--- src/xsd_defs.svh ---
// constants of the extended stack instruction decoder
`ifndef XSD_DEFS_SVH
`define XSD_DEFS_SVH
// ----------------------------------------------------------------
// opcode fields
// ----------------------------------------------------------------
`define XSD_OP_PTR_ADD    8'hE8
`define XSD_OP_PTR_SUB    8'hE9
`define XSD_OP_PUSH_LIT   8'hEA
`define XSD_OP_IDX_MOVE   8'hEB
`define XSD_OP_CALL_ACC   16'h0014
`define XSD_SECOND_NIB    4'hF
`define XSD_FRAME_SEL     2'h3
`define XSD_STD_COUNT     75
`define XSD_EXT_COUNT     8
// ----------------------------------------------------------------
// field positions, limits and reset values
// ----------------------------------------------------------------
`define XSD_SEL_HI        7
`define XSD_SEL_LO        6
`define XSD_FORM_BIT      7
`define XSD_ILO_MAX       8'h5F
`define XSD_PC_STEP       21'h000002
`define XSD_PTR_RST       12'h000
`define XSD_PC_RST        21'h000000
`endif

--- src/xsd_pkg.sv ---
// types and opcode decode of the extended stack instruction decoder
package xsd_pkg;
`include "xsd_defs.svh"
  typedef enum logic [3:0] {
    OP_NONE, OP_PTR_ADD, OP_FRAME_ADD_RET, OP_PTR_SUB, OP_FRAME_SUB_RET,
    OP_PUSH_LIT, OP_CALL_ACC, OP_IDX_ABS, OP_IDX_IDX
  } xsd_op_type;

  // gray along exec -> second word -> exec and exec -> nop -> exec; code 11 is unused
  typedef enum logic [1:0] {
    ST_EXEC  = 2'b00,
    ST_MOVE2 = 2'b01,
    ST_NOP2  = 2'b10
  } xsd_state_type;

  function automatic xsd_op_type xsd_decode(input logic [15:0] w);
    logic frame;
    frame = (w[`XSD_SEL_HI:`XSD_SEL_LO] == `XSD_FRAME_SEL);
    if (w == `XSD_OP_CALL_ACC) return OP_CALL_ACC;
    unique case (w[15:8])
      `XSD_OP_PTR_ADD:  return frame ? OP_FRAME_ADD_RET : OP_PTR_ADD;
      `XSD_OP_PTR_SUB:  return frame ? OP_FRAME_SUB_RET : OP_PTR_SUB;
      `XSD_OP_PUSH_LIT: return OP_PUSH_LIT;
      `XSD_OP_IDX_MOVE: return w[`XSD_FORM_BIT] ? OP_IDX_IDX : OP_IDX_ABS;
      default:          return OP_NONE;
    endcase
  endfunction : xsd_decode
endpackage : xsd_pkg
--- src/xsd_addr_if.sv ---
// address bundle between the decoder and its indexed address generator
`timescale 1ns/1ns
interface xsd_addr_if #(parameter int PTR_W = 12);
  logic [PTR_W-1:0] frame_ptr;
  logic [6:0]       off;
  logic [PTR_W-1:0] idx_addr;
  logic             idx_is_ind;
  logic [7:0]       ilo_f;
  logic [PTR_W-1:0] ilo_addr;
  logic             ilo_in_range;
  modport core (output frame_ptr, off, ilo_f, input idx_addr, idx_is_ind, ilo_addr, ilo_in_range);
  modport gen  (input frame_ptr, off, ilo_f, output idx_addr, idx_is_ind, ilo_addr, ilo_in_range);
endinterface : xsd_addr_if

--- src/xsd_addr_gen.sv ---
// indexed and literal-offset address generator
`timescale 1ns/1ns
module xsd_addr_gen
  import xsd_pkg::*;
#(
  parameter int               PTR_W  = 12,
  parameter logic [PTR_W-1:0] IND_LO = 12'hFD0,
  parameter logic [PTR_W-1:0] IND_HI = 12'hFEF
)(
  xsd_addr_if.gen a
);
`include "xsd_defs.svh"
  // the literal-offset adder needs at least a byte of address
  if (PTR_W < 8) begin : g_bad_width
    $error("xsd_addr_gen: PTR_W must be >= 8");
  end

  // ----------------------------------------------------------------
  // offset adder shared by both indexed forms
  // ----------------------------------------------------------------
  function automatic logic [PTR_W-1:0] add_off(input logic [PTR_W-1:0] b, input logic [7:0] o);
    return b + {{(PTR_W-8){1'b0}}, o};
  endfunction : add_off

  // the indirect window range is a plain default; set it per core map
  always_comb
  begin
    a.idx_addr     = add_off(a.frame_ptr, {1'b0, a.off});
    a.idx_is_ind   = (a.idx_addr >= IND_LO) && (a.idx_addr <= IND_HI);
    a.ilo_addr     = add_off(a.frame_ptr, a.ilo_f);
    a.ilo_in_range = (a.ilo_f <= `XSD_ILO_MAX);
  end
endmodule : xsd_addr_gen

--- src/xsd_core.sv ---
// extended stack instruction decoder and executor
// Functional notes
// - extension on while config bit unprogrammed
// - eight extra instructions, only when enabled
// - pointer add literal, one cycle, flags kept
// - frame add-return takes two cycles, frame pointer
// - add to frame pointer, then return
// - second return cycle is a nop
// - selector 11 means frame-return variant
// - call via accumulator word 0014, two cycles
// - indexed moves two words, bit7 picks form
// - push literal at frame pointer, then decrement
// - pointer subtract literal, one cycle, flags kept
// - frame subtract-return, two cycles
// - access bank low addresses use frame offset
// - call pushes next address, loads pc latches
// - indirect source address reads as zero
`timescale 1ns/1ns
module xsd_core
  import xsd_pkg::*;
#(
  parameter int PTR_W = 12,
  parameter int PC_W  = 21
)(
  input  wire logic                       clk_sys,
  input  wire logic                       reset,
  input  wire logic                       extension_enable_bit,
  input  wire logic                       ins_valid,
  input  wire logic [15:0]                ins_word,
  input  wire logic [PC_W-1:0]            pc_cur,
  input  wire logic [PC_W-1:0]            return_stack_top,
  input  wire logic [7:0]                 accumulator,
  input  wire logic [7:0]                 pc_high_latch,
  input  wire logic [7:0]                 pc_upper_latch,
  input  wire logic [7:0]                 dm_rdata,
  input  wire logic                       std_valid,
  input  wire logic                       std_access_bit,
  input  wire logic [7:0]                 std_file_addr,
  output logic [2:0][PTR_W-1:0]           indirect_pointer_r,
  output logic                            dm_re_r,
  output logic [PTR_W-1:0]                dm_raddr_r,
  output logic                            dm_we_r,
  output logic [PTR_W-1:0]                dm_waddr_r,
  output logic [7:0]                      dm_wdata_r,
  output logic                            pc_load_r,
  output logic [PC_W-1:0]                 pc_load_val_r,
  output logic                            stack_push_r,
  output logic [PC_W-1:0]                 stack_push_val_r,
  output logic                            stack_pop_r,
  output logic                            fetch_discard_r,
  output logic                            ext_hit_r,
  output logic                            ilo_active_r,
  output logic [PTR_W-1:0]                ilo_addr_r
);
`include "xsd_defs.svh"
  // ----------------------------------------------------------------
  // elaboration checks
  // ----------------------------------------------------------------
  // absolute move destinations are 12 bits wide, so the pointers must be too
  if (PTR_W != 12 || PC_W != 8 * 3 - 3) begin : g_bad_width
    $error("xsd_core: PTR_W must be 12 and PC_W must be 21");
  end

  // ----------------------------------------------------------------
  // state and address generator
  // ----------------------------------------------------------------
  xsd_state_type          st_r, st_nxt;
  logic                   ext_en_r, ext_en_nxt;
  logic [2:0][PTR_W-1:0]  ptr_nxt;
  logic                   dm_re_nxt, dm_we_nxt, pc_load_nxt, push_nxt, pop_nxt, disc_nxt, hit_nxt;
  logic [PTR_W-1:0]       raddr_nxt, waddr_nxt, ilo_addr_nxt;
  logic [7:0]             wdata_nxt;
  logic [PC_W-1:0]        pcv_nxt, pushv_nxt;
  logic                   src_ind_r, src_ind_nxt, form_r, form_nxt, ilo_nxt;
  xsd_op_type             op;
  logic                   take;
  logic [PTR_W-1:0]       k6_ext;
  logic [1:0]             sel;

  xsd_addr_if #(.PTR_W(PTR_W)) aif ();

  xsd_addr_gen #(.PTR_W(PTR_W)) u_gen (
    .a (aif.gen)
  );

  assign aif.frame_ptr = indirect_pointer_r[2];
  assign aif.off       = ins_word[6:0];
  assign aif.ilo_f     = std_file_addr;

  assign op     = xsd_decode(ins_word);
  assign take   = (st_r == ST_EXEC) && ins_valid && ext_en_r;
  assign k6_ext = {{(PTR_W-6){1'b0}}, ins_word[5:0]};
  assign sel    = ins_word[`XSD_SEL_HI:`XSD_SEL_LO];

  // ----------------------------------------------------------------
  // next-state and execution logic; no flag outputs exist, so none change
  // ----------------------------------------------------------------
  always_comb
  begin
    st_nxt       = st_r;
    ext_en_nxt   = extension_enable_bit;
    ptr_nxt      = indirect_pointer_r;
    dm_re_nxt    = 1'b0;
    raddr_nxt    = dm_raddr_r;
    dm_we_nxt    = 1'b0;
    waddr_nxt    = dm_waddr_r;
    wdata_nxt    = dm_wdata_r;
    pc_load_nxt  = 1'b0;
    pcv_nxt      = pc_load_val_r;
    push_nxt     = 1'b0;
    pushv_nxt    = stack_push_val_r;
    pop_nxt      = 1'b0;
    disc_nxt     = 1'b0;
    hit_nxt      = 1'b0;
    src_ind_nxt  = src_ind_r;
    form_nxt     = form_r;
    // literal offset mode only for access-bank addresses in the low window
    ilo_nxt      = ext_en_r && std_valid && !std_access_bit && aif.ilo_in_range;
    ilo_addr_nxt = ilo_nxt ? aif.ilo_addr : ilo_addr_r;
    unique case (st_r)
      ST_EXEC:
      begin
        if (take)
        begin
          hit_nxt = (op != OP_NONE);
          unique case (op)
            OP_PTR_ADD: ptr_nxt[sel] = indirect_pointer_r[sel] + k6_ext;
            OP_PTR_SUB: ptr_nxt[sel] = indirect_pointer_r[sel] - k6_ext;
            OP_FRAME_ADD_RET, OP_FRAME_SUB_RET:
            begin
              // selector 11 always means the frame pointer plus a return
              ptr_nxt[2]  = (op == OP_FRAME_ADD_RET) ? indirect_pointer_r[2] + k6_ext
                                                     : indirect_pointer_r[2] - k6_ext;
              pc_load_nxt = 1'b1;
              pcv_nxt     = return_stack_top;
              pop_nxt     = 1'b1;
              st_nxt      = ST_NOP2;
            end
            OP_PUSH_LIT:
            begin
              dm_we_nxt  = 1'b1;
              waddr_nxt  = indirect_pointer_r[2];
              wdata_nxt  = ins_word[7:0];
              ptr_nxt[2] = indirect_pointer_r[2] - {{(PTR_W-1){1'b0}}, 1'b1};
            end
            OP_CALL_ACC:
            begin
              push_nxt    = 1'b1;
              pushv_nxt   = pc_cur + `XSD_PC_STEP;
              pc_load_nxt = 1'b1;
              pcv_nxt     = {pc_upper_latch[PC_W-17:0], pc_high_latch, accumulator};
              st_nxt      = ST_NOP2;
            end
            OP_IDX_ABS, OP_IDX_IDX:
            begin
              // source is read now; its data arrive with the second word
              dm_re_nxt   = 1'b1;
              raddr_nxt   = aif.idx_addr;
              src_ind_nxt = aif.idx_is_ind;
              form_nxt    = (op == OP_IDX_IDX);
              st_nxt      = ST_MOVE2;
            end
            default: ;
          endcase
        end
      end
      ST_MOVE2:
      begin
        if (ins_valid)
        begin
          st_nxt = ST_EXEC;
          // a malformed second word completes as a nop rather than hanging
          if (ins_word[15:12] == `XSD_SECOND_NIB)
          begin
            dm_we_nxt = 1'b1;
            waddr_nxt = form_r ? aif.idx_addr : ins_word[11:0];
            wdata_nxt = src_ind_r ? 8'h00 : dm_rdata;
          end
        end
      end
      ST_NOP2:
      begin
        disc_nxt = 1'b1;
        st_nxt   = ST_EXEC;
      end
      // the unused code falls back to exec instead of locking up
      default: st_nxt = ST_EXEC;
    endcase
  end

  // ----------------------------------------------------------------
  // registers
  // ----------------------------------------------------------------
  always_ff @(posedge clk_sys)
  begin
    if (reset)
    begin
      st_r               <= ST_EXEC;
      ext_en_r           <= 1'b0;
      indirect_pointer_r <= {3{`XSD_PTR_RST}};
      dm_re_r            <= 1'b0;
      dm_raddr_r         <= `XSD_PTR_RST;
      dm_we_r            <= 1'b0;
      dm_waddr_r         <= `XSD_PTR_RST;
      dm_wdata_r         <= 8'h00;
      pc_load_r          <= 1'b0;
      pc_load_val_r      <= `XSD_PC_RST;
      stack_push_r       <= 1'b0;
      stack_push_val_r   <= `XSD_PC_RST;
      stack_pop_r        <= 1'b0;
      fetch_discard_r    <= 1'b0;
      ext_hit_r          <= 1'b0;
      src_ind_r          <= 1'b0;
      form_r             <= 1'b0;
      ilo_active_r       <= 1'b0;
      ilo_addr_r         <= `XSD_PTR_RST;
    end
    else
    begin
      st_r               <= st_nxt;
      ext_en_r           <= ext_en_nxt;
      indirect_pointer_r <= ptr_nxt;
      dm_re_r            <= dm_re_nxt;
      dm_raddr_r         <= raddr_nxt;
      dm_we_r            <= dm_we_nxt;
      dm_waddr_r         <= waddr_nxt;
      dm_wdata_r         <= wdata_nxt;
      pc_load_r          <= pc_load_nxt;
      pc_load_val_r      <= pcv_nxt;
      stack_push_r       <= push_nxt;
      stack_push_val_r   <= pushv_nxt;
      stack_pop_r        <= pop_nxt;
      fetch_discard_r    <= disc_nxt;
      ext_hit_r          <= hit_nxt;
      src_ind_r          <= src_ind_nxt;
      form_r             <= form_nxt;
      ilo_active_r       <= ilo_nxt;
      ilo_addr_r         <= ilo_addr_nxt;
    end
  end
endmodule : xsd_core

--- config.mk ---
export PLATFORM = sky130hd
export DESIGN_NAME = xsd_core
export DESIGN_NICKNAME = d
export VERILOG_FILES = /design/src/xsd_pkg.sv /design/src/xsd_addr_if.sv /design/src/xsd_addr_gen.sv /design/src/xsd_core.sv
export VERILOG_INCLUDE_DIRS = /design/src
export SDC_FILE = /design/constraint.sdc
export NUM_CORES = 1
export LEC_CHECK = 0
export ABC_AREA = 1
export ABC_CLOCK_PERIOD_IN_PS = 8400
export CORE_ASPECT_RATIO = 1.75
export CORE_MARGIN = 2
export CORE_UTILIZATION = 60
export DETAILED_ROUTE_END_ITERATION = 6
export DONT_BUFFER_PORTS = 1
export PLACE_DENSITY = 0.72
export SLEW_MARGIN = 20
export SYNTH_ARGS = -nofsm -noshare
export SYNTH_HDL_FRONTEND = slang
export SYNTH_SLANG_ARGS = --single-unit
--- constraint.sdc ---
create_clock -name clk_sys -period 8.4 [get_ports clk_sys]
set_input_delay 0.84 -clock clk_sys [delete_from_list [all_inputs] [get_ports clk_sys]]
set_output_delay 0.84 -clock clk_sys [all_outputs]
set_load 0.1 [all_outputs]
* Word-level counts from Yosys, hierarchy flattened *
Index checks and enable logic that the tools add are counted.

storage, ports and cells
  logic and storage cells = 126
  bits in registers = 135
  input port bits = 104

operators by class
  bitwise operators = 2
  mux-type cells = 43
  $add $sub $neg = 8
  equality and inequality tests = 22
  reductions and logical operators = 25
  magnitude comparators = 5

operators with widths
  kind                                                                     number
  12-bit two-way mux                                                       8
  36-bit bitwise mux                                                       2
  12-bit case mux with 4 select lines                                      1
  24-bit case mux with 2 select lines                                      1
  21-bit case mux with 2 select lines                                      1
  8-bit two-way mux                                                        5
  8-bit equality test (second input constant)                              4
  12-bit by 6-bit adder with 12-bit output                                 2
  12-bit binary-select mux with 2-bit select                               1
  12-bit demux with 2-bit select                                           1
  12-bit case mux with 2 select lines                                      1
  12-bit by 6-bit subtractor with 12-bit output                            2
  21-bit by 2-bit adder with 21-bit output (second input constant)         1
  3-bit AND reduction                                                      6
  16-bit by 5-bit equality test with 1-bit output (second input constant)  1
  4-bit by 3-bit equality test with 1-bit output (second input constant)   4
  4-bit case mux with 4 select lines                                       1
  8-bit case mux with 2 select lines                                       1
  12-bit by 7-bit adder with 12-bit output                                 1
  12-bit by 8-bit adder with 12-bit output                                 1
  12-bit greater-or-equal comparator (second input constant)               1
  12-bit <= comparator (second input constant)                             1
  4-bit two-way mux                                                        3
  12-bit by 1-bit subtractor with 12-bit output (second input constant)    1
  25 further kinds                                                         54

* Longest topological paths before layout *
Gate-level depths: netlist of the first run.

  word-level depth = 9
  mapped depth = 26
  depth with buffers taken out = 26

* By module *
From an unflattened synthesis of the first run, not the netlist that was laid out.

second synthesis, totals
  cells, all modules = 1373
  area total of the unflattened synthesis = 9100.0 um^2

modules (own cells, without submodules)
  module        seq. area each (um^2)  cells an instance  instances  area each (um^2)
  xsd_core      2702.6                 1196               1          8086.5
  xsd_addr_gen  0.0                    177                1          1013.5

* Least setup slack after synthesis of the first run *
Ideal clock, no wire load.

  path kind = input port to flip-flop
  start = in ins_word[0]
  end = reg indirect_pointer_r, in the netlist aif.frame_ptr[7]
  cell stages on the path = 24
  required time = 8.291 ns
  arrival = 3.371 ns
  slack = 4.919 ns
  path through = clkinv_1 ha_1 nand2_1 nor2_1 nand2_1 nand2_1 nand2_1 nand2_1 nor2_1 inv_1 nor2_1 a21oi_1 o21ai_0 ha_1 inv_1 o21ai_0 o21bai_1 a21oi_1 xor2_1 nor2_1 a21oi_1 o211ai_1 nand2_1 inv_1

between the ends
  word-level cells in the longest chain between the ends = 7
  elaborated cells on any way between the ends = 19

ends and longest elaborated chain
  what                                                                                                                     line                              source
  from (decl)                                                                                                              xsd_core.sv:29                    input wire logic [15:0] ins_word,
  16-bit by 5-bit equality test with 1-bit output (no line)                                                                n/a
  1-bit two-way mux                                                                                                        xsd_pkg.sv:19                     if (w == `XSD_OP_CALL_ACC) return OP_CALL_ACC;
  4-bit two-way mux                                                                                                        xsd_pkg.sv:20                     unique case (w[15:8])
  4-bit by 2-bit equality test with 1-bit output / 4-bit by 3-bit equality test with 1-bit output (equally long branches)  xsd_core.sv:126, xsd_core.sv:132
  2-bit OR reduction                                                                                                       n/a
  4-bit nonzero test (no line)                                                                                             n/a
  3-bit AND reduction (no line)                                                                                            n/a
  to (signal assigned)                                                                                                     xsd_core.sv:200                   indirect_pointer_r <= {3{`XSD_PTR_RST}};
  to (signal assigned)                                                                                                     xsd_core.sv:222                   indirect_pointer_r <= ptr_nxt;
  to (decl)                                                                                                                xsd_core.sv:39                    output logic [2:0][PTR_W-1:0] indirect_pointer_r,

Several ways; a longest one is shown, not always the timed one.
A chain may end at the register's enable or synchronous reset.

* Worst setup path after layout of the first run *
  start = in ins_word[7]
  end = reg indirect_pointer_r, in the netlist aif.frame_ptr[11]

between the ends
  word-level cells in the longest chain between the ends = 8
  elaborated cells on any way between the ends = 29

ends and longest elaborated chain
  what
  branches (longest 8 deep; another with 12-bit by 6-bit subtractor with 12-bit output)

Several ways; the timed one is not identified. The select of a mux whose other input is x is not followed.

==> results.py, run 1 <==
metrics = {
    "critical_path": {
        "end_kind": "flop",
        "crit_path_frequent_cell": "nand2_1",
        "path_cells": "inv_2 > nor2_4 > inv_1 > o211ai_1 > ha_1 > nand3_1 > nand2_1 > nand2_1 > nand2_1 > nand2_1 > nand3_1 > o21ai_0 > nand3_1 > nand2_1 > nand2_1 > nor2_1 > a21oi_1",
        "worst-r2r-cell-count": 16,
        "crit_type": "input port to flop",
        "crit_path_max_fanout": 28,
        "cp.arrival_ns": 4.52,
        "required_ns": 8.70,
        "worst_path_max_delay_cell": "o211ai_1",
        "start_kind": "input port",
        "cpPeakStageDelay_ns": 0.71,
    },
    "clock_tree": {
        "clock_latency_ns": 0.43,
        "cts_tree": "built",
        "post_cts_buffers": 0,
        "clockBufferDepth": 2,
        "numCtsBuffers": 17,
        "root_buffer": "clkbuf_16",
        "cts_max_level": 4,
        "ctsResizeCount": 0,
        "ctsHoldBuffers": 0,
        "numClockSinks": 135,
        "cts.reportedPaths.clkPinSlew_ns": 0.06,
    },
    "power_and_ir_drop": {
        "powerDensity_nw_per_um2": 153,
        "vdd_drop_max_v": 0.000142,
        "cellLeakagePower_uw": 0.00438,
    },
    "drt": {
        "dr.first_iter.drc_count": 500,
        "vias": 8848,
        "wl_um": 28100,
        "viasPerCell": 5.88,
        "drc_errors": 0,
        "drt-wirelength-per-cell_um": 18.7,
        "dr.pass1.iters": 6,
        "drtAntennaViolNets": 0,
    },
    "global_routing": {
        "gr-usage-met2": 0.653,
        "met1_usage": 0.355,
        "grt_pass1_vias": 8244,
        "grt_usage": 0.361,
        "grt_pass1_wl_um": 42400,
        "grt-ovfl-total": 0,
        "use_met3": 0.0784,
        "grt_start_max_net_pins": 72,
        "antenna_found_initial": 0,
        "grt_most_used_layer": "met2",
    },
    "synthesis": {
        "netlist_instances": 1326,
        "synth-seq-cells": 135,
        "yosysUniqueCellTypes": 41,
        "syn-cell-area_um2": 8700,
        "yosysWarnings": 0,
        "syn_area_per_cell_um2": 6.56,
        "async_reset_ff_frac": 0,
        "seq_area_frac_synth": 0.311,
        "synth_edf_count": 0,
        "synth_ff_type": "dfxtp_1",
        "syn_nets": 1477,
    },
    "timing": {
        "slew_violations": 0,
        "hold_violations": 0,
        "fmax_mhz": 237,
        "setup_violations": 0,
        "fin_skew_ns": 0.0191,
        "finalCritPeriodShare": 0.502,
        "rsz0062_at_grt": "no",
        "tightest_slew_ns": 1.07,
        "slew_headroom": 0.286,
        "tns_ns": 0,
        "fin_crit_ns": 4.22,
    },
    "finish": {
        "drive_gt1_frac": 0.0582,
        "fin_area_um2": 9400,
        "fillerInstances": 1351,
        "mostFrequentLayoutCells": "296 x nand2_1, 151 x inv_1, 144 x o21ai_0, 135 x dfxtp_1, 117 x a21oi_1",
        "final_common_cell": "nand2_1",
        "antennaDiodeCount": 0,
        "layout.nets": 1464,
        "area_growth_pct": 8.11,
    },
    "floorplan": {
        "initial_utilization": 0.608,
        "core_um2": 14300,
        "ios": 234,
        "rows": 58,
        "die_w_um": 95.0,
        "fp.dieH_um": 163,
        "dieArea_um2": 15500,
    },
    "worst_hold_path": {
        "hold_depth": 1,
        "hold_class": "flop to flop",
    },
    "placed_design": {
        "dpl.hpwl_um": 21800,
        "place_congestion": 1.02,
        "placed_area_um2": 8880,
        "io_buffers": 0,
    },
    "status": {
        "status": "completed",
    },
    "flow_run": {
        "cap_violations": 0,
    },
}
-- sequential cells by signal (all words and copies together) (netlist names) --
name                count
aif.frame_ptr          12
pc_load_val_r          21
stack_push_val_r       21
st_r                    2
form_r                  1
stack_push_r            1
dm_wdata_r              8
ilo_addr_r             12
pc_load_r               1
dm_raddr_r             12
ext_hit_r               1
dm_waddr_r             12
ext_en_r                1
ilo_active_r            1
fetch_discard_r         1
indirect_pointer_r     24
dm_re_r                 1
stack_pop_r             1
src_ind_r               1
dm_we_r                 1
-- layer usage --
metal / vias to the layer above / wire length [um] / share of wire
li1: 4383 / - / -
met1: 3995 / 9630 / 0.34
met2: 363 / 14600 / 0.52
met3: 107 / 1840 / 0.065
met4: 0 / 2060 / 0.073
met5: - / 0 / 0
-- path summary, 6_finish.rpt --
path / start / endpoint / slack [ns]
worst min register to register: st_r[0] / fetch_discard_r / 0.44
worst max-delay path: ins_word[7] / aif.frame_ptr[11] / 4.18
worst max register to register: aif.frame_ptr[1] / aif.frame_ptr[11] / 4.73
worst min-delay path: st_r[0] / fetch_discard_r / 0.44
-- layout make-up --
cell class	count	area (um^2)	share of cell area
Clock buffer	17	425	0.0452
Multi-Input combinational cell	975	5180	0.551
Timing Repair Buffer	21	158	0.0168
Inverter	163	612	0.0651
Clock inverter	13	101	0.0108
Sequential cell	135	2700	0.287
Tap cell	180	225	0.0240
-- critical path, delay by kind of cell --
kind                     cells  cell delay (ns)
AO/OA/AOI/OAI                3             1.10
adder cells (fa/ha/maj)      1             0.39
AND/OR/NAND/NOR             11             1.64
buffers and inverters        2             0.53
-- cells by family (layout without fill, tap and decap cells) --
family / Yosys count / count (layout) / share of synthesized area
AOI/OAI and AO/OA: 350 / 350 / 0.221
xor gates and xnor gates: 47 / 47 / 0.0473
adders and majority gates: 47 / 47 / 0.0719
buffers and inverters: 216 / 214 / 0.0938
DFF: 135 / 135 / 0.311
muxes: 1 / 1 / 0.00115
and+or+nand+nor: 530 / 530 / 0.254
-- synthesized netlist by cell type, drive strengths merged (7+ instances only) --
cell | instances | area (um^2)
nor3 | 7 | 35.0
ha | 42 | 526
nand2 | 296 | 1110
nand3 | 80 | 410
dfxtp | 135 | 2700
o211ai | 19 | 148
a21oi | 117 | 586
nor2 | 119 | 472
a31oi | 37 | 231
inv | 161 | 604
nand4 | 18 | 119
xor2 | 32 | 280
o21bai | 11 | 82.6
clkbuf | 51 | 191
o21ai | 152 | 764
xnor2 | 15 | 131
-- power by group --
part           switching (uW)  total, uW  internal (uW)
logic                    63.7       94.2           30.4
clock network             315        692            377
registers                10.2        652            642
total                     389       1440           1050
-- per-stage QoR --
step / utilization / worst slack (ns) / total power, uW / hold WS (ns) / std cells
6_report: 0.658 / 4.18 / 1440 / 0.437 / 1504
5_1_grt: 0.658 / 3.90 / 1480 / 0.469 / 1504
4_1_cts: 0.658 / 4.31 / 1440 / 0.442 / 1504
3_5_place_dp: 0.621 / 3.92 / 758 / 0.436 / 1474
3_3_place_gp: 0.621 / 3.96 / 758 / 0.435 / 1474
2_1_floorplan: - / 4.92 / 740 / 0.422 / 1326
Power figures use the tool's default switching activity.
==> inputs of run 2 (changes only) <==
--- a/config.mk
+++ b/config.mk
@@ -7,13 +7,13 @@
 export NUM_CORES = 1
 export LEC_CHECK = 0
 export ABC_AREA = 1
-export ABC_CLOCK_PERIOD_IN_PS = 8400
+export ABC_CLOCK_PERIOD_IN_PS = 3700
 export CORE_ASPECT_RATIO = 1.75
 export CORE_MARGIN = 2
-export CORE_UTILIZATION = 60
+export CORE_UTILIZATION = 59
 export DETAILED_ROUTE_END_ITERATION = 6
 export DONT_BUFFER_PORTS = 1
-export PLACE_DENSITY = 0.72
+export PLACE_DENSITY = 0.74
 export SLEW_MARGIN = 20
 export SYNTH_ARGS = -nofsm -noshare
 export SYNTH_HDL_FRONTEND = slang
==> constraint.sdc (replaced) <==
create_clock -name clk_sys -period 3.7 [get_ports clk_sys]
set_input_delay 0.37 -clock clk_sys [delete_from_list [all_inputs] [get_ports clk_sys]]
set_output_delay 0.37 -clock clk_sys [all_outputs]
set_load 0.1 [all_outputs]
==> run 2 against run 1 <==
Die area is 1.6% higher. Power grew 140%. Worst hold slack got worse by 0.42 ns. Combinational power rose by 140%. Worst setup slack worse by 3.6 ns. Clock-buffer cell count is 1 higher. Global-route usage is 0.82 points higher. Sequential share of layout area fell by 0.95 points. Via count increased by 4.1%. Critical path type unchanged. Largest power group unchanged.
==> results.py, run 2 (synthesis results as in run 1) <==
metrics = {
    "status": {
        "status": "completed",
    },
    "finish": {
        "area_growth_pct": 11.8,
        "fillerInstances": 1323,
        "antennaDiodeCount": 0,
        "mostFrequentLayoutCells": "296 x nand2_1, 151 x inv_1, 144 x o21ai_0, 135 x dfxtp_1, 117 x a21oi_1",
        "largest_register_ffs": 24,
        "top_regs": "indirect_pointer_r (24), pc_load_val_r (21), stack_push_val_r (21)",
        "layout.nets": 1497,
        "top_register": "indirect_pointer_r",
        "final_common_cell": "nand2_1",
        "drive_gt1_frac": 0.0809,
    },
    "global_routing": {
        "antenna_found_initial": 0,
        "grt_pass1_vias": 8681,
        "grt_pass1_wl_um": 44100,
        "grt_usage": 0.369,
        "grt-ovfl-total": 0,
        "grt_start_max_net_pins": 68,
    },
    "drt": {
        "dr.first_iter.drc_count": 605,
        "viasPerCell": 5.98,
        "wl_um": 28800,
        "drtAntennaViolNets": 0,
        "dr.pass1.iters": 6,
        "drt-wirelength-per-cell_um": 18.7,
        "drc_errors": 0,
        "vias": 9207,
    },
    "clock_tree": {
        "clockBufferDepth": 2,
        "cts_tree": "built",
        "cts_max_level": 4,
        "root_buffer": "clkbuf_16",
        "numClockSinks": 135,
        "cts.reportedPaths.clkPinSlew_ns": 0.07,
        "ctsHoldBuffers": 1,
        "numCtsBuffers": 17,
        "clock_latency_ns": 0.43,
        "ctsResizeCount": 0,
        "post_cts_buffers": 0,
    },
    "timing": {
        "rsz0062_at_grt": "no",
        "tns_ns": 0,
        "slew_headroom": 0.301,
        "holdWs_ns": 0.0122,
        "fin_crit_ns": 3.11,
        "slew_violations": 0,
        "hold_violations": 0,
        "fin_skew_ns": 0.00916,
        "tightest_slew_ns": 1.05,
        "finalCritPeriodShare": 0.841,
        "fmax_mhz": 321,
        "setup_violations": 0,
    },
    "floorplan": {
        "initial_utilization": 0.605,
        "rows": 58,
        "dieArea_um2": 15800,
        "fp.dieH_um": 165,
        "core_um2": 14400,
        "ios": 234,
        "die_w_um": 95.8,
    },
    "worst_hold_path": {
        "hold_class": "input port to flop",
    },
    "critical_path": {
        "cp.arrival_ns": 3.44,
        "crit_path_max_fanout": 10,
        "crit_path_frequent_cell": "nand2_1",
        "end_kind": "flop",
        "crit_buf_inv": 4,
        "cpPeakStageDelay_ns": 0.36,
        "required_ns": 4.03,
        "crit_type": "input port to flop",
        "r2r_slack_ns": 0.88,
        "path_cells": "inv_1 > nand2_1 > nor2_2 > nand2_1 > nor2_1 > nand2_1 > nand2_1 > nor2_1 > inv_1 > nor2_1 > a21oi_1 > o21ai_0 > ha_1 > inv_1 > o21ai_0 > o21bai_1 > a21oi_1 > xor2_1 > nor2_1 > a21oi_1 > o211ai_1 > nand2_1 > inv_1",
        "critical-path-top-delay-family": "simple AND/OR/NAND/NOR gates",
        "worst_path_max_delay_cell": "nor2_2",
        "start_kind": "input port",
    },
    "placed_design": {
        "place_congestion": 0.964,
        "io_buffers": 0,
        "dpl.hpwl_um": 22100,
    },
    "power_and_ir_drop": {
        "cellLeakagePower_uw": 0.00459,
        "powerDensity_nw_per_um2": 354,
        "vdd_drop_max_v": 0.000312,
    },
    "flow_run": {
        "cap_violations": 0,
    },
}
[run 2: cell types whose count changed in the layout (fill, tap and decap cells not counted), sizes merged]
| cell | change |
|---|---|
| bufinv | +1 |
| inv | +3 |
| dlygate4sd3 | +2 |
| clkinvlp | -1 |
| buf | +31 |
| clkinv | -2 |
| clkbuf | +1 |
[run 2: cell type report]
type | instances | area [um^2] | area share
flip-flops and latches | 135 | 2700 | 0.278
inverters | 163 | 612 | 0.0629
well taps | 180 | 225 | 0.0232
clock inverters | 14 | 158 | 0.0162
clock buffers | 18 | 439 | 0.0452
multi-input cells | 975 | 5180 | 0.532
repair buffers | 54 | 410 | 0.0422
[run 2: worst paths after layout]
| path | end | depth (start not counted) | start |
|---|---|---|---|
| worst max-delay path | aif.frame_ptr[7] | 23 | ins_word[12] |
| worst min-delay path | stack_push_val_r[12] | 1 | reset |
| worst max register to register | aif.frame_ptr[11] | 15 | aif.frame_ptr[1] |
| worst min register to register | src_ind_r | 2 | src_ind_r |
[run 2: worst reg2reg max path, stage by stage, from the launching register on]
cell	delay [ns]
dfxtp_1	0.33
inv_1	0.13
o211ai_1	0.48
ha_1	0.34
nand3_1	0.09
nand2_1	0.10
nand2_1	0.10
nand2_1	0.05
nand2_1	0.09
nand3_1	0.14
o21ai_0	0.23
nand3_1	0.10
nand2_1	0.07
nand2_1	0.10
nor2_1	0.24
a21oi_1	0.10
[run 2: per-layer routing]
layer | track usage | vias up | routed length (um)
li1 | - | 4442 | -
met4 | 0.269 | 0 | 2270
met5 | 0 | - | 0
met3 | 0.0880 | 140 | 2210
met1 | 0.370 | 4156 | 9890
met2 | 0.648 | 469 | 14500
[run 2: power by group]
group | switching [uW] | internal [uW] | leakage [uW]
Sequential | 23.2 | 1460 | 0.00109
Combinational | 149 | 72.8 | 0.00322
Clock | 767 | 975 | 0.000284
[run 2: metrics by stage]
step                area (um^2)   util  instances  worst slack [ns]  power, uW
floorplan                  8700      -       1326             0.489       1680
global placement           9110  0.634       1505             0.317       1720
detailed placement         9110  0.634       1505             0.241       1730
CTS                        9720  0.676       1538             0.666       3440
global route               9730  0.677       1539             0.210       3530
finish                     9730  0.677       1539             0.588       3440
==> inputs of run 3 (changes only) <==
--- a/config.mk
+++ b/config.mk
@@ -7,7 +7,7 @@
 export NUM_CORES = 1
 export LEC_CHECK = 0
 export ABC_AREA = 1
-export ABC_CLOCK_PERIOD_IN_PS = 3700
+export ABC_CLOCK_PERIOD_IN_PS = 2800
 export CORE_ASPECT_RATIO = 1.75
 export CORE_MARGIN = 2
 export CORE_UTILIZATION = 59
==> constraint.sdc (replaced) <==
create_clock -name clk_sys -period 2.8 [get_ports clk_sys]
set_input_delay 0.28 -clock clk_sys [delete_from_list [all_inputs] [get_ports clk_sys]]
set_output_delay 0.28 -clock clk_sys [all_outputs]
set_load 0.1 [all_outputs]
==> run 3 against run 2 <==
Register-to-register slack got worse by 0.70 ns. Global-route usage grew 1.7 points. Design area grew 13%. Sequential cell count unchanged. Via count up 6.0%. Clock power is 28% higher. Sequential power grew 30%. Sequential share of layout area fell by 3.1 points. Die area is the same. Non-clock buffer count is 140 higher. Worst hold slack got worse by 0.0087 ns. Critical path type is now flop to flop. Critical endpoint is now indirect_pointer_r[18]. Largest power group unchanged. Highest routed layer unchanged.
==> results.py, run 3 (synthesis results as in run 1) <==
metrics = {
    "drt": {
        "drc_errors": 0,
        "dr.first_iter.drc_count": 556,
        "drtAntennaViolNets": 0,
        "viasPerCell": 5.81,
        "dr.pass1.iters": 6,
        "drt-wirelength-per-cell_um": 18.4,
        "wl_um": 30900,
        "vias": 9758,
    },
    "finish": {
        "mostFrequentLayoutCells": "293 x nand2_1, 187 x buf_4, 148 x inv_1, 136 x o21ai_0, 127 x dfxtp_1",
        "area_growth_pct": 26.1,
        "drive_gt1_frac": 0.197,
        "top_regs": "indirect_pointer_r (24), pc_load_val_r (21), stack_push_val_r (21)",
        "final_common_cell": "nand2_1",
        "layout.nets": 1637,
        "antennaDiodeCount": 0,
        "top_register": "indirect_pointer_r",
        "multiInputGateArea_um2": 5360,
        "regArea_um2": 2710,
        "fillerInstances": 1177,
        "largest_register_ffs": 24,
    },
    "floorplan": {
        "ios": 234,
        "dieArea_um2": 15800,
        "initial_utilization": 0.605,
        "fp.dieH_um": 165,
        "core_um2": 14400,
        "rows": 58,
        "die_w_um": 95.8,
    },
    "clock_tree": {
        "clock_latency_ns": 0.43,
        "cts.reportedPaths.clkPinSlew_ns": 0.07,
        "cts_max_level": 4,
        "numCtsBuffers": 17,
        "clockBufferDepth": 2,
        "numClockSinks": 135,
        "cts_tree": "built",
        "root_buffer": "clkbuf_16",
    },
    "worst_hold_path": {
        "hold_class": "input port to flop",
        "hold_depth": 2,
    },
    "timing": {
        "setup_violations": 0,
        "hold_violations": 0,
        "tightest_slew_ns": 1.01,
        "fin_skew_ns": 0.0111,
        "fmax_mhz": 381,
        "tns_ns": 0,
        "holdWs_ns": 0.00354,
        "slew_headroom": 0.325,
        "fin_ws_ns": 0.178,
        "fin_crit_ns": 2.62,
        "slew_violations": 0,
        "finalCritPeriodShare": 0.937,
    },
    "power_and_ir_drop": {
        "power.total_uw": 4560,
        "cellLeakagePower_uw": 0.00532,
        "vdd_drop_max_v": 0.000393,
        "powerDensity_nw_per_um2": 416,
    },
    "critical_path": {
        "worst-r2r-cell-count": 11,
        "required_ns": 3.12,
        "crit_type": "flop to flop",
        "start_kind": "flop",
        "crit_path_max_fanout": 3,
        "cp.arrival_ns": 2.95,
        "end_kind": "flop",
    },
    "placed_design": {
        "place_congestion": 1.07,
        "io_buffers": 0,
        "dpl.hpwl_um": 23500,
        "place_ws_ns": -0.262,
    },
    "flow_run": {
        "cap_violations": 0,
    },
    "global_routing": {
        "antenna_found_initial": 0,
        "grt_start_max_net_pins": 54,
        "grt_usage": 0.387,
        "grt-ovfl-total": 0,
        "grt_pass1_vias": 9376,
        "grt_pass1_wl_um": 46600,
    },
    "status": {
        "status": "completed",
    },
}
-- run 3: worst paths after layout --
kind / from / end / slack [ns]
worst max-delay path: indirect_pointer_r[0] / indirect_pointer_r[18] / 0.18
worst min-delay path: return_stack_top[13] / pc_load_val_r[13] / 0.004
worst max register to register: indirect_pointer_r[0] / indirect_pointer_r[18] / 0.18
worst min register to register: src_ind_r / src_ind_r / 0.47
-- run 3: metal layers --
| metal | part of all wire | track usage | wire, um |
|---|---|---|---|
| met3 | 0.069 | 0.0917 | 2120 |
| met1 | 0.35 | 0.394 | 10800 |
| met4 | 0.070 | 0.255 | 2170 |
| met2 | 0.51 | 0.683 | 15800 |
| met5 | 0 | 0 | 0 |
-- run 3: final cells by class --
cell class              instances  share of cell area
clock inverters                14              0.0120
clock buffers                  18              0.0400
inverters                     163              0.0562
well taps                     180              0.0205
flip-flops and latches        135               0.247
multi-input cells             975               0.488
repair buffers                194               0.136
-- run 3: repair_timing --
action,4_1_cts,5_1_grt
setup endpoints to repair,0,12
hold endpoints to repair,25,0
setup buffers,0,7
hold buffers,4,0
resized for setup,0,42
-- run 3: metrics by stage --
step	cells	area, um^2	utilization
finish	1679	11000	0.763
global route	1679	11000	0.763
CTS	1672	10800	0.749
detailed placement	1636	10200	0.707
global placement	1636	10200	0.707
floorplan	1326	8740	-
-- run 3: critical path, cell delays in order, from the launching register on --
cell,delay (ns)
dfxtp_1,0.32
a22oi_2,0.21
o21a_1,0.18
inv_1,0.05
ha_1,0.21
fa_2,0.38
nand4_1,0.11
nand3_1,0.12
o21ai_0,0.34
o21ai_0,0.33
o21bai_1,0.21
inv_1,0.05
-- run 3: power breakdown --
group          internal [uW]  total (uW)  switching, uW
Clock                   1190        2220           1030
Sequential              1920        1930           10.5
Combinational            154         405            251
Total                   3270        4560           1290
